--- src/hw/lsc_defines.svh ---
/*
  Offsets, field positions, reset values and codes for the link status and
  counter register bank. Assumes 8-bit register addresses and 16-bit data.
*/
`ifndef LSC_DEFINES_SVH
`define LSC_DEFINES_SVH

// register addresses, word addressed
`define LSC_ADDR_PROC_STATUS   8'h54
`define LSC_ADDR_RX_COUNT      8'h55
`define LSC_ADDR_CRC_COUNT     8'h56
`define LSC_ADDR_FMT_COUNT     8'h57
`define LSC_ADDR_LINK_STATE    8'h58
`define LSC_ADDR_TX_COUNT      8'h59
`define LSC_ADDR_CMD0          8'h64
`define LSC_ADDR_CMD1          8'h65
`define LSC_ADDR_IRQ_STATUS    8'h70
`define LSC_ADDR_IRQ_MASK      8'h71
`define LSC_ADDR_CONTROL       8'h72

// widths
`define LSC_AW                 8
`define LSC_DW                 16
`define LSC_IRQ_W              5
`define LSC_NUM_RX_CNT         3

// processor status word fields
`define LSC_STS_NO_MEM         13
`define LSC_STS_BAD_ADDR       14
`define LSC_STS_STACK_OVF      15

// command register 0 read-only bit
`define LSC_CMD0_RUN_BIT       15

// control register fields (write pulses)
`define LSC_CTL_FAULT_RST      0
`define LSC_CTL_WARN_RST       1

// interrupt status fields
`define LSC_IRQ_LOAD_FAIL      0
`define LSC_IRQ_CRC            1
`define LSC_IRQ_FMT            2
`define LSC_IRQ_RX_WRAP        3
`define LSC_IRQ_STOP_ALL       4

// link state word codes
`define LSC_LS_WAIT_REQ        8'h01
`define LSC_LS_DOWNLOAD        8'h02
`define LSC_LS_EXCHANGE        8'h03
`define LSC_LS_LOOPBACK        8'h06
`define LSC_SYNC_YES           8'h01
`define LSC_SYNC_NO            8'h02

// reset value, count step and wrap limit
`define LSC_ZERO16             16'h0000
`define LSC_ONE16              16'h0001
`define LSC_MAX16              16'hffff

`endif

--- src/hw/lsc_pkg.sv ---
/*
  Types shared by the link status and counter register bank.
  Assumes lsc_defines.svh is on the include path.
*/
`include "lsc_defines.svh"

package lsc_pkg;

  // link state reported by the link engine, encoded as the low byte
  typedef enum logic [7:0] {
    LSC_WAIT_REQ = `LSC_LS_WAIT_REQ,
    LSC_DOWNLOAD = `LSC_LS_DOWNLOAD,
    LSC_EXCHANGE = `LSC_LS_EXCHANGE,
    LSC_LOOPBACK = `LSC_LS_LOOPBACK
  } lsc_link_state_t;

  // one-cycle event pulses from the link engine
  typedef struct packed {
    logic rxMsg;
    logic crcErr;
    logic fmtErr;
    logic txPortA;
    logic txPortB;
    logic loadNoMem;
    logic loadBadAddr;
    logic loadStackOvf;
  } lsc_link_evt_t;

  // current link view, levels
  typedef struct packed {
    lsc_link_state_t state;
    logic            synced;
  } lsc_link_view_t;

  // command message handed to the link once per scan
  typedef struct packed {
    logic [`LSC_DW-1:0] word0;
    logic [`LSC_DW-1:0] word1;
  } lsc_cmd_msg_t;

endpackage

--- src/hw/lsc_link_status_counters.sv ---
/*
  Link status and statistics register bank with command forwarding.
  Holds the drive_side_processor status word, message counters, the link
  state word and two command registers forwarded once per regulator scan.
  Assumes: all inputs synchronous to core_clk, event inputs are one-cycle
  pulses, the link engine drives link view and events.
*/
// The implementer's own choice: the address-and-strobe port.
// Behaviour
// RQ1 - status bit 13 sets when processor lacks memory for image load
// RQ2 - status bit 14 sets when processor reports invalid image load address
// RQ3 - status bit 15 sets when image load would overrun processor stack
// RQ4 - after load failure both ends keep retrying the image load
// RQ5 - receive count is 16 bits and wraps after its maximum
// RQ6 - read-only counter of messages received with crc errors
// RQ7 - read-only counter of messages received with format errors
// RQ8 - link state word: state in low byte, sync in high byte
// RQ9 - low byte 01 hex means waiting for image request
// RQ10 - low byte 02 hex means image download in progress
// RQ11 - low byte 03 hex means normal data exchange
// RQ12 - low byte 06 hex means external loopback test running
// RQ13 - high byte 01 hex synchronized, 02 hex unsynchronized
// RQ14 - read-only count of messages transmitted on both link ports
// RQ15 - command registers sent to processor once at each scan end
// RQ16 - command bits only request; command 0 bit 15 is read-only
// RQ17 - command register contents discarded on stop-all
// RQ18 - status error bits latch until fault or warning reset
// RQ19 - counters step by one per message and start at zero
`timescale 1ns/1ns
`include "lsc_defines.svh"

module lsc_link_status_counters (
  input  wire logic                    core_clk,
  input  wire logic                    rstn,
  input  wire logic                    clkEn,
  input  wire logic [`LSC_AW-1:0]      regAddr,
  input  wire logic [`LSC_DW-1:0]      regWrData,
  input  wire logic                    regWr,
  input  wire logic                    regRd,
  output logic      [`LSC_DW-1:0]      regRdData,
  input  wire lsc_pkg::lsc_link_evt_t  linkEvt,
  input  wire lsc_pkg::lsc_link_view_t linkView,
  input  wire logic                    runStatus,
  input  wire logic                    scanEnd,
  input  wire logic                    stopAll,
  output lsc_pkg::lsc_cmd_msg_t        cmdMsg,
  output logic                         cmdValid,
  output logic                         reloadReq,
  output logic                         irq
);

  // address decode shared by the write paths; the read mux uses a case
  function automatic logic isAddr(input logic [`LSC_AW-1:0] a,
                                  input logic [`LSC_AW-1:0] ref_a);
    isAddr = (a == ref_a);
  endfunction

  logic [`LSC_DW-1:0]    procStatus;
  logic [`LSC_DW-1:0]    rxCnt [`LSC_NUM_RX_CNT];
  logic [`LSC_DW-1:0]    txCnt;
  logic [`LSC_DW-1:0]    cmd0;
  logic [`LSC_DW-1:0]    cmd1;
  logic [`LSC_IRQ_W-1:0] irqStatus;
  logic [`LSC_IRQ_W-1:0] irqMask;
  logic [`LSC_IRQ_W-1:0] irqEvt;
  logic [`LSC_NUM_RX_CNT-1:0] cntInc;
  logic [`LSC_DW-1:0]    linkWord;
  logic [`LSC_DW-1:0]    next_rdData;
  logic [`LSC_DW-1:0]    statusSet;
  logic                  wrCtl;
  logic                  statusClr;
  logic                  loadFail;

  // control write strobe decoded once
  assign wrCtl = regWr && isAddr(regAddr, `LSC_ADDR_CONTROL);

  // either reset pulse clears the latched status word
  assign statusClr = wrCtl && (regWrData[`LSC_CTL_FAULT_RST] ||
                               regWrData[`LSC_CTL_WARN_RST]);

  // load failure flags reported by the processor
  always_comb begin
    statusSet = `LSC_ZERO16;
    // RQ1 no-memory flag
    statusSet[`LSC_STS_NO_MEM] = linkEvt.loadNoMem;
    // RQ2 bad-address flag
    statusSet[`LSC_STS_BAD_ADDR] = linkEvt.loadBadAddr;
    // RQ3 stack overrun flag
    statusSet[`LSC_STS_STACK_OVF] = linkEvt.loadStackOvf;
  end

  assign loadFail = linkEvt.loadNoMem || linkEvt.loadBadAddr ||
                    linkEvt.loadStackOvf;

  // processor status word; a new report wins over a reset in one cycle
  always_ff @(posedge core_clk or negedge rstn) begin
    if (!rstn) begin
      procStatus <= `LSC_ZERO16;
    end else if (clkEn) begin
      // RQ18 latch until reset
      procStatus <= (statusClr ? `LSC_ZERO16 : procStatus) | statusSet;
    end
  end

  // retry request back to the link engine after every failed load
  always_ff @(posedge core_clk or negedge rstn) begin
    if (!rstn) begin
      reloadReq <= 1'b0;
    end else if (clkEn) begin
      // RQ4 keep retrying load
      reloadReq <= loadFail;
    end
  end

  // receive, crc and format counters share one structure
  assign cntInc = {linkEvt.fmtErr, linkEvt.crcErr, linkEvt.rxMsg};

  generate
    for (genvar g = 0; g < `LSC_NUM_RX_CNT; g++) begin : gRxCnt
      // RQ5 16-bit wrapping count; RQ6 crc count; RQ7 format count
      always_ff @(posedge core_clk or negedge rstn) begin
        if (!rstn) begin
          // RQ19 start from zero
          rxCnt[g] <= `LSC_ZERO16;
        end else if (clkEn && cntInc[g]) begin
          // RQ19 step by one
          rxCnt[g] <= rxCnt[g] + `LSC_ONE16;
        end
      end
    end
  endgenerate

  // transmit count covers both ports, so two in one cycle adds two
  always_ff @(posedge core_clk or negedge rstn) begin
    if (!rstn) begin
      txCnt <= `LSC_ZERO16;
    end else if (clkEn) begin
      // RQ14 both ports counted
      txCnt <= txCnt + {{(`LSC_DW-1){1'b0}}, linkEvt.txPortA}
                     + {{(`LSC_DW-1){1'b0}}, linkEvt.txPortB};
    end
  end

  // link state word built from the live link view
  always_comb begin
    // RQ8 state low, sync high
    linkWord[7:0] = linkView.state;
    // RQ9 RQ10 RQ11 RQ12 enum carries the codes
    // RQ13 sync byte encoding
    linkWord[15:8] = linkView.synced ? `LSC_SYNC_YES : `LSC_SYNC_NO;
  end

  // command registers; stop-all outranks a write in the same cycle
  always_ff @(posedge core_clk or negedge rstn) begin
    if (!rstn) begin
      cmd0 <= `LSC_ZERO16;
      cmd1 <= `LSC_ZERO16;
    end else if (clkEn) begin
      if (stopAll) begin
        // RQ17 discard on stop-all
        cmd0 <= `LSC_ZERO16;
        cmd1 <= `LSC_ZERO16;
      end else if (regWr) begin
        if (isAddr(regAddr, `LSC_ADDR_CMD0)) begin
          // RQ16 top bit not writable
          cmd0 <= regWrData & ~(`LSC_ONE16 << `LSC_CMD0_RUN_BIT);
        end
        if (isAddr(regAddr, `LSC_ADDR_CMD1)) begin
          cmd1 <= regWrData;
        end
      end
    end
  end

  // forward commands once per scan; data held until the next scan end
  always_ff @(posedge core_clk or negedge rstn) begin
    if (!rstn) begin
      cmdMsg   <= '0;
      cmdValid <= 1'b0;
    end else if (clkEn) begin
      // RQ15 one send per scan
      cmdValid <= scanEnd;
      if (scanEnd) begin
        cmdMsg.word0 <= cmd0;
        cmdMsg.word1 <= cmd1;
      end
    end
  end

  // interrupt events
  always_comb begin
    irqEvt = '0;
    irqEvt[`LSC_IRQ_LOAD_FAIL] = loadFail;
    irqEvt[`LSC_IRQ_CRC]       = linkEvt.crcErr;
    irqEvt[`LSC_IRQ_FMT]       = linkEvt.fmtErr;
    irqEvt[`LSC_IRQ_RX_WRAP]   = linkEvt.rxMsg && (rxCnt[0] == `LSC_MAX16);
    irqEvt[`LSC_IRQ_STOP_ALL]  = stopAll;
  end

  // sticky status, write one to clear; a new event beats the clear
  always_ff @(posedge core_clk or negedge rstn) begin
    if (!rstn) begin
      irqStatus <= '0;
    end else if (clkEn) begin
      if (regWr && isAddr(regAddr, `LSC_ADDR_IRQ_STATUS)) begin
        irqStatus <= (irqStatus & ~regWrData[`LSC_IRQ_W-1:0]) | irqEvt;
      end else begin
        irqStatus <= irqStatus | irqEvt;
      end
    end
  end

  // mask register, all sources off after reset
  always_ff @(posedge core_clk or negedge rstn) begin
    if (!rstn) begin
      irqMask <= '0;
    end else if (clkEn && regWr && isAddr(regAddr, `LSC_ADDR_IRQ_MASK)) begin
      irqMask <= regWrData[`LSC_IRQ_W-1:0];
    end
  end

  assign irq = |(irqStatus & irqMask);

  // read mux; unmapped and write-only addresses read zero
  always_comb begin
    case (regAddr)
      `LSC_ADDR_PROC_STATUS: next_rdData = procStatus;
      `LSC_ADDR_RX_COUNT:    next_rdData = rxCnt[0];
      `LSC_ADDR_CRC_COUNT:   next_rdData = rxCnt[1];
      `LSC_ADDR_FMT_COUNT:   next_rdData = rxCnt[2];
      `LSC_ADDR_LINK_STATE:  next_rdData = linkWord;
      `LSC_ADDR_TX_COUNT:    next_rdData = txCnt;
      // RQ16 top bit shows run status
      `LSC_ADDR_CMD0: begin
        next_rdData = cmd0;
        next_rdData[`LSC_CMD0_RUN_BIT] = runStatus;
      end
      `LSC_ADDR_CMD1:        next_rdData = cmd1;
      `LSC_ADDR_IRQ_STATUS:  next_rdData = {{(`LSC_DW-`LSC_IRQ_W){1'b0}}, irqStatus};
      `LSC_ADDR_IRQ_MASK:    next_rdData = {{(`LSC_DW-`LSC_IRQ_W){1'b0}}, irqMask};
      default:               next_rdData = `LSC_ZERO16;
    endcase
  end

  // read data stands only in the cycle after the strobe
  always_ff @(posedge core_clk or negedge rstn) begin
    if (!rstn) begin
      regRdData <= `LSC_ZERO16;
    end else if (clkEn) begin
      regRdData <= regRd ? next_rdData : `LSC_ZERO16;
    end
  end

endmodule // lsc_link_status_counters

--- config.mk ---
export PLATFORM = sky130hd
export DESIGN_NAME = lsc_link_status_counters
export DESIGN_NICKNAME = d
export VERILOG_FILES = /design/src/hw/lsc_pkg.sv /design/src/hw/lsc_link_status_counters.sv
export VERILOG_INCLUDE_DIRS = /design/src /design/src/hw
export SDC_FILE = /design/constraint.sdc
export NUM_CORES = 1
export LEC_CHECK = 0
export BUFFER_PORTS_ARGS = -buffer_cell sky130_fd_sc_hd__buf_4
export CORE_MARGIN = 5
export CORE_UTILIZATION = 36
export DETAILED_ROUTE_END_ITERATION = 10
export GPL_TIMING_DRIVEN = 0
export SKIP_LAST_GASP = 1
export SLEW_MARGIN = 20
export SYNTH_ARGS = -nofsm -noshare
export SYNTH_HDL_FRONTEND = slang
export SYNTH_SLANG_ARGS = --single-unit
export TNS_END_PERCENT = 10
--- constraint.sdc ---
create_clock -name core_clk -period 2.2 [get_ports core_clk]
set_clock_uncertainty 0.2 [all_clocks]
set_input_delay 0.11 -clock core_clk [delete_from_list [all_inputs] [get_ports core_clk]]
set_output_delay 0.11 -clock core_clk [all_outputs]
set_load 0.03 [all_outputs]
==> run summary <==
DR iter-0 viols - 423
CTS buffer count - 17
Vias in the first global route - 6008
Cell Chain, Critical Path - buf_2, clkbuf_1, buf_1, clkbuf_2, o221ai_1
Status - finished, final reports clean
Clock sinks - 157
Synth warnings - 0
Num ports - 100
Final Hold Vio Count - 0
Die footprint - 0.0245 sq mm
WP data required - 2.28 ns
Synth Area in Simple Gates - 12.5%
Filler cells - 1963
Worst VDD drop - 0.398 mV
Post-synthesis instance area - 0.00772 sq mm
Max clock buf depth - 2
Number of synthesized register bits - 157
Syn Inst Count - 662
First-pass GRT wire length - 36000 um
Worst path top cell family by delay - buffers and inverters
Synth async-reset ratio - 100%
Post-synthesis cell type count - 63
CTS tree - built
Placer Congestion - 0.893
Die Y - 156 um
Largest family of logic cells by synthesized area - compound AO/OA/AOI/OAI gates
DR vias/cell - 5.48
Pwr dens - 778 mW/mm^2
Sequential area share after synthesis - 50.9%
Synth Area in XOR/XNOR - 6.80%
Fraction of the mapped netlist area in compound gates - 13.4%
Final setup fails - 0
HP Class - input pin to async pin
Setup Buffers After CTS - 0
DP HPWL - 17500 um
Predominant post-synthesis flop cell - dfrtp_1
Kind of end point of the critical path - flop
Avg WL per Cell - 21.2 um
Period utilization - 99.0%
Synth top area share - 50.9%
Gr usage total - 19.3%
Clk Latency, worst-skew pair - 0.43 ns
Layout Nets - 868
CTS clk-pin slew, worst paths - 0.06 ns
Adder-cell share of the synthesized area - 0.907%
WS Path Type - input pin to flop
Root buffer cell - clkbuf_16
Die X-Extent - 156 um
Ant diodes - 0
Synth cell count leaders - dfrtp_1, xnor2_1, mux2_2, nand2_1, mux2i_1
Post-synthesis mux area share - 12.7%
Max Cap Viol - 0
Largest net degree at the start of global routing - 84
1st-pass router iterations - 8
Total core area - 0.0211 sq mm
RSZ-0062 raised after global routing - yes
Final ANT Viol Nets - 0
Crit Path Max Fanout - 10
Dominant cell type by area after synthesis - dfrtp_1
Critical Path AT - 2.26 ns
Via count - 6036
CP max stage cell - clkbuf_1
DR DRC count - 0
Achievable clock frequency - 459 MHz
Htree depth - 4
Antenna violations before repair - 0
Starting density of the core - 36.6%
Worst path buffer plus inverter count - 4
Row count - 53
Min cycle time layout - 2.18 ns
Syn nets - 716
LEAKAGE - 4.53 nW
Grt total ovfl - 0
Count leader, synth - dfrtp_1
Total power draw - 0.00760 W
Area occupied by multi-input gates - 0.00358 sq mm
Post-synth EDFFs - 0
Fraction of layout instances using a drive strength above 1 - 24.7%
P&R area growth vs syn - 26.6%
Routed Wire Length - 23400 um
Synth area leaders - dfrtp_1, mux2_2, xnor2_1
Port bufs - 96
Fin util - 46.4%
Register area - 0.00393 sq mm
Worst-Margin Slew - 0.751 ns
Crit path largest cell delay - 0.62 ns
Worst slew margin - 49.5%
Mean Syn Cell Area - 11.7 sq um
Crit start category - input pin
Count of pins over their slew limit - 0
-- final timing paths --
kind	startpoint	end	slack, ns	cells after the start
worst max register to register	txCnt[0]$_DFFE_PN0P_	txCnt[15]$_DFFE_PN0P_	0.22	7
min in group core_clk	linkView[0]	regRdData[9]$_DFFE_PN0P_	0.02	4
max in group asynchronous	rstn	rxCnt[30]$_DFFE_PN0P_	0.98	3
worst min-delay path	rstn	cmdMsg[6]$_DFFE_PN0P_	0.02	2
worst min register to register	rxCnt[31]$_DFFE_PN0P_	rxCnt[31]$_DFFE_PN0P_	0.28	1
worst max-delay path	clkEn	regRdData[8]$_DFFE_PN0P_	0.02	5
-- report_power, final --
| group | leakage, nW | internal [W] | switching [W] |
|---|---|---|---|
| combinational | 2.17 | 0.000532 | 0.000585 |
| clock | 0.279 | 0.00169 | 0.00126 |
| sequential | 2.09 | 0.00317 | 0.000360 |
| total | 4.53 | 0.00540 | 0.00221 |
-- cell usage in the layout, fill, tap and decap left out, types with 17 or more instances in the layout --
cell             n
mux2i_1         38
clkbuf_16       17
mux2_2          51
buf_4           98
nor2_1          20
dlygate4sd3_1   36
nand2_1         43
nand3_1         37
a22o_1          21
dfrtp_1        157
o2bb2ai_1       34
xnor2_1         52
-- final cells by class --
| type | instances | share of cell area [%] |
|---|---|---|
| Inverter | 15 | 0.576 |
| Buffer | 33 | 1.66 |
| Clock inverter | 15 | 1.68 |
| Tap cell | 275 | 3.52 |
| Sequential cell | 157 | 40.2 |
| Multi-Input combinational cell | 457 | 36.6 |
| Clock buffer | 17 | 4.35 |
| Timing Repair Buffer | 133 | 11.4 |
-- metrics by stage --
step           TNS, ns  setup WS (ns)  area [sq um]  hold slack [ns]  std cells
6_report             0         0.0230          9780           0.0165       1102
5_1_grt         -0.205        -0.0724          9780           0.0367       1102
4_1_cts              0        0.00208          9770          0.00313       1102
3_5_place_dp    -20.36         -0.718          8820          -0.0755       1034
3_3_place_gp    -26.10         -0.702          8790            0.139       1033
2_1_floorplan        0          0.401          7720           -0.386        662
-- registers in the layout (all words and copies together), names as in the netlist --
signal,count
irqStatus,5
cmdMsg,31
rxCnt,48
txCnt,16
cmd0,15
regRdData,16
irqMask,5
cmdValid,1
procStatus,3
reloadReq,1
cmd1,16
-- kinds of logic (layout without fill, tap and decap cells) --
logic type               count (synthesis)  after routing
AND/OR/NAND/NOR                        175            175
flip-flops                             157            157
XOR/XNOR                                60             60
multiplexers                            90             90
other                                    1              1
AO/OA/AOI/OAI                          126            126
buffers and inverters                   48            213
adder cells (fa/ha/maj)                  5              5
-- layer usage --
metal | part of all wire (%) | wire length (um) | vias up | global-route usage, %
met4 | 2.4 | 555 | 0 | 5.50
met5 | 0 | 0 | - | 0
met2 | 45 | 10500 | 234 | 29.1
met3 | 6.4 | 1500 | 39 | 4.23
met1 | 46 | 10800 | 2976 | 28.1
li1 | - | - | 2787 | -
-- repair_timing --
| item | in CTS | in global routing |
|---|---|---|
| endpoints found under the setup margin | 9 | 6 |
| gates resized for setup | 1 | 1 |
| hold buffers | 36 | 0 |
| hold endpoints to repair | 199 | 0 |
Note: power is estimated with default switching activity, not from simulation.
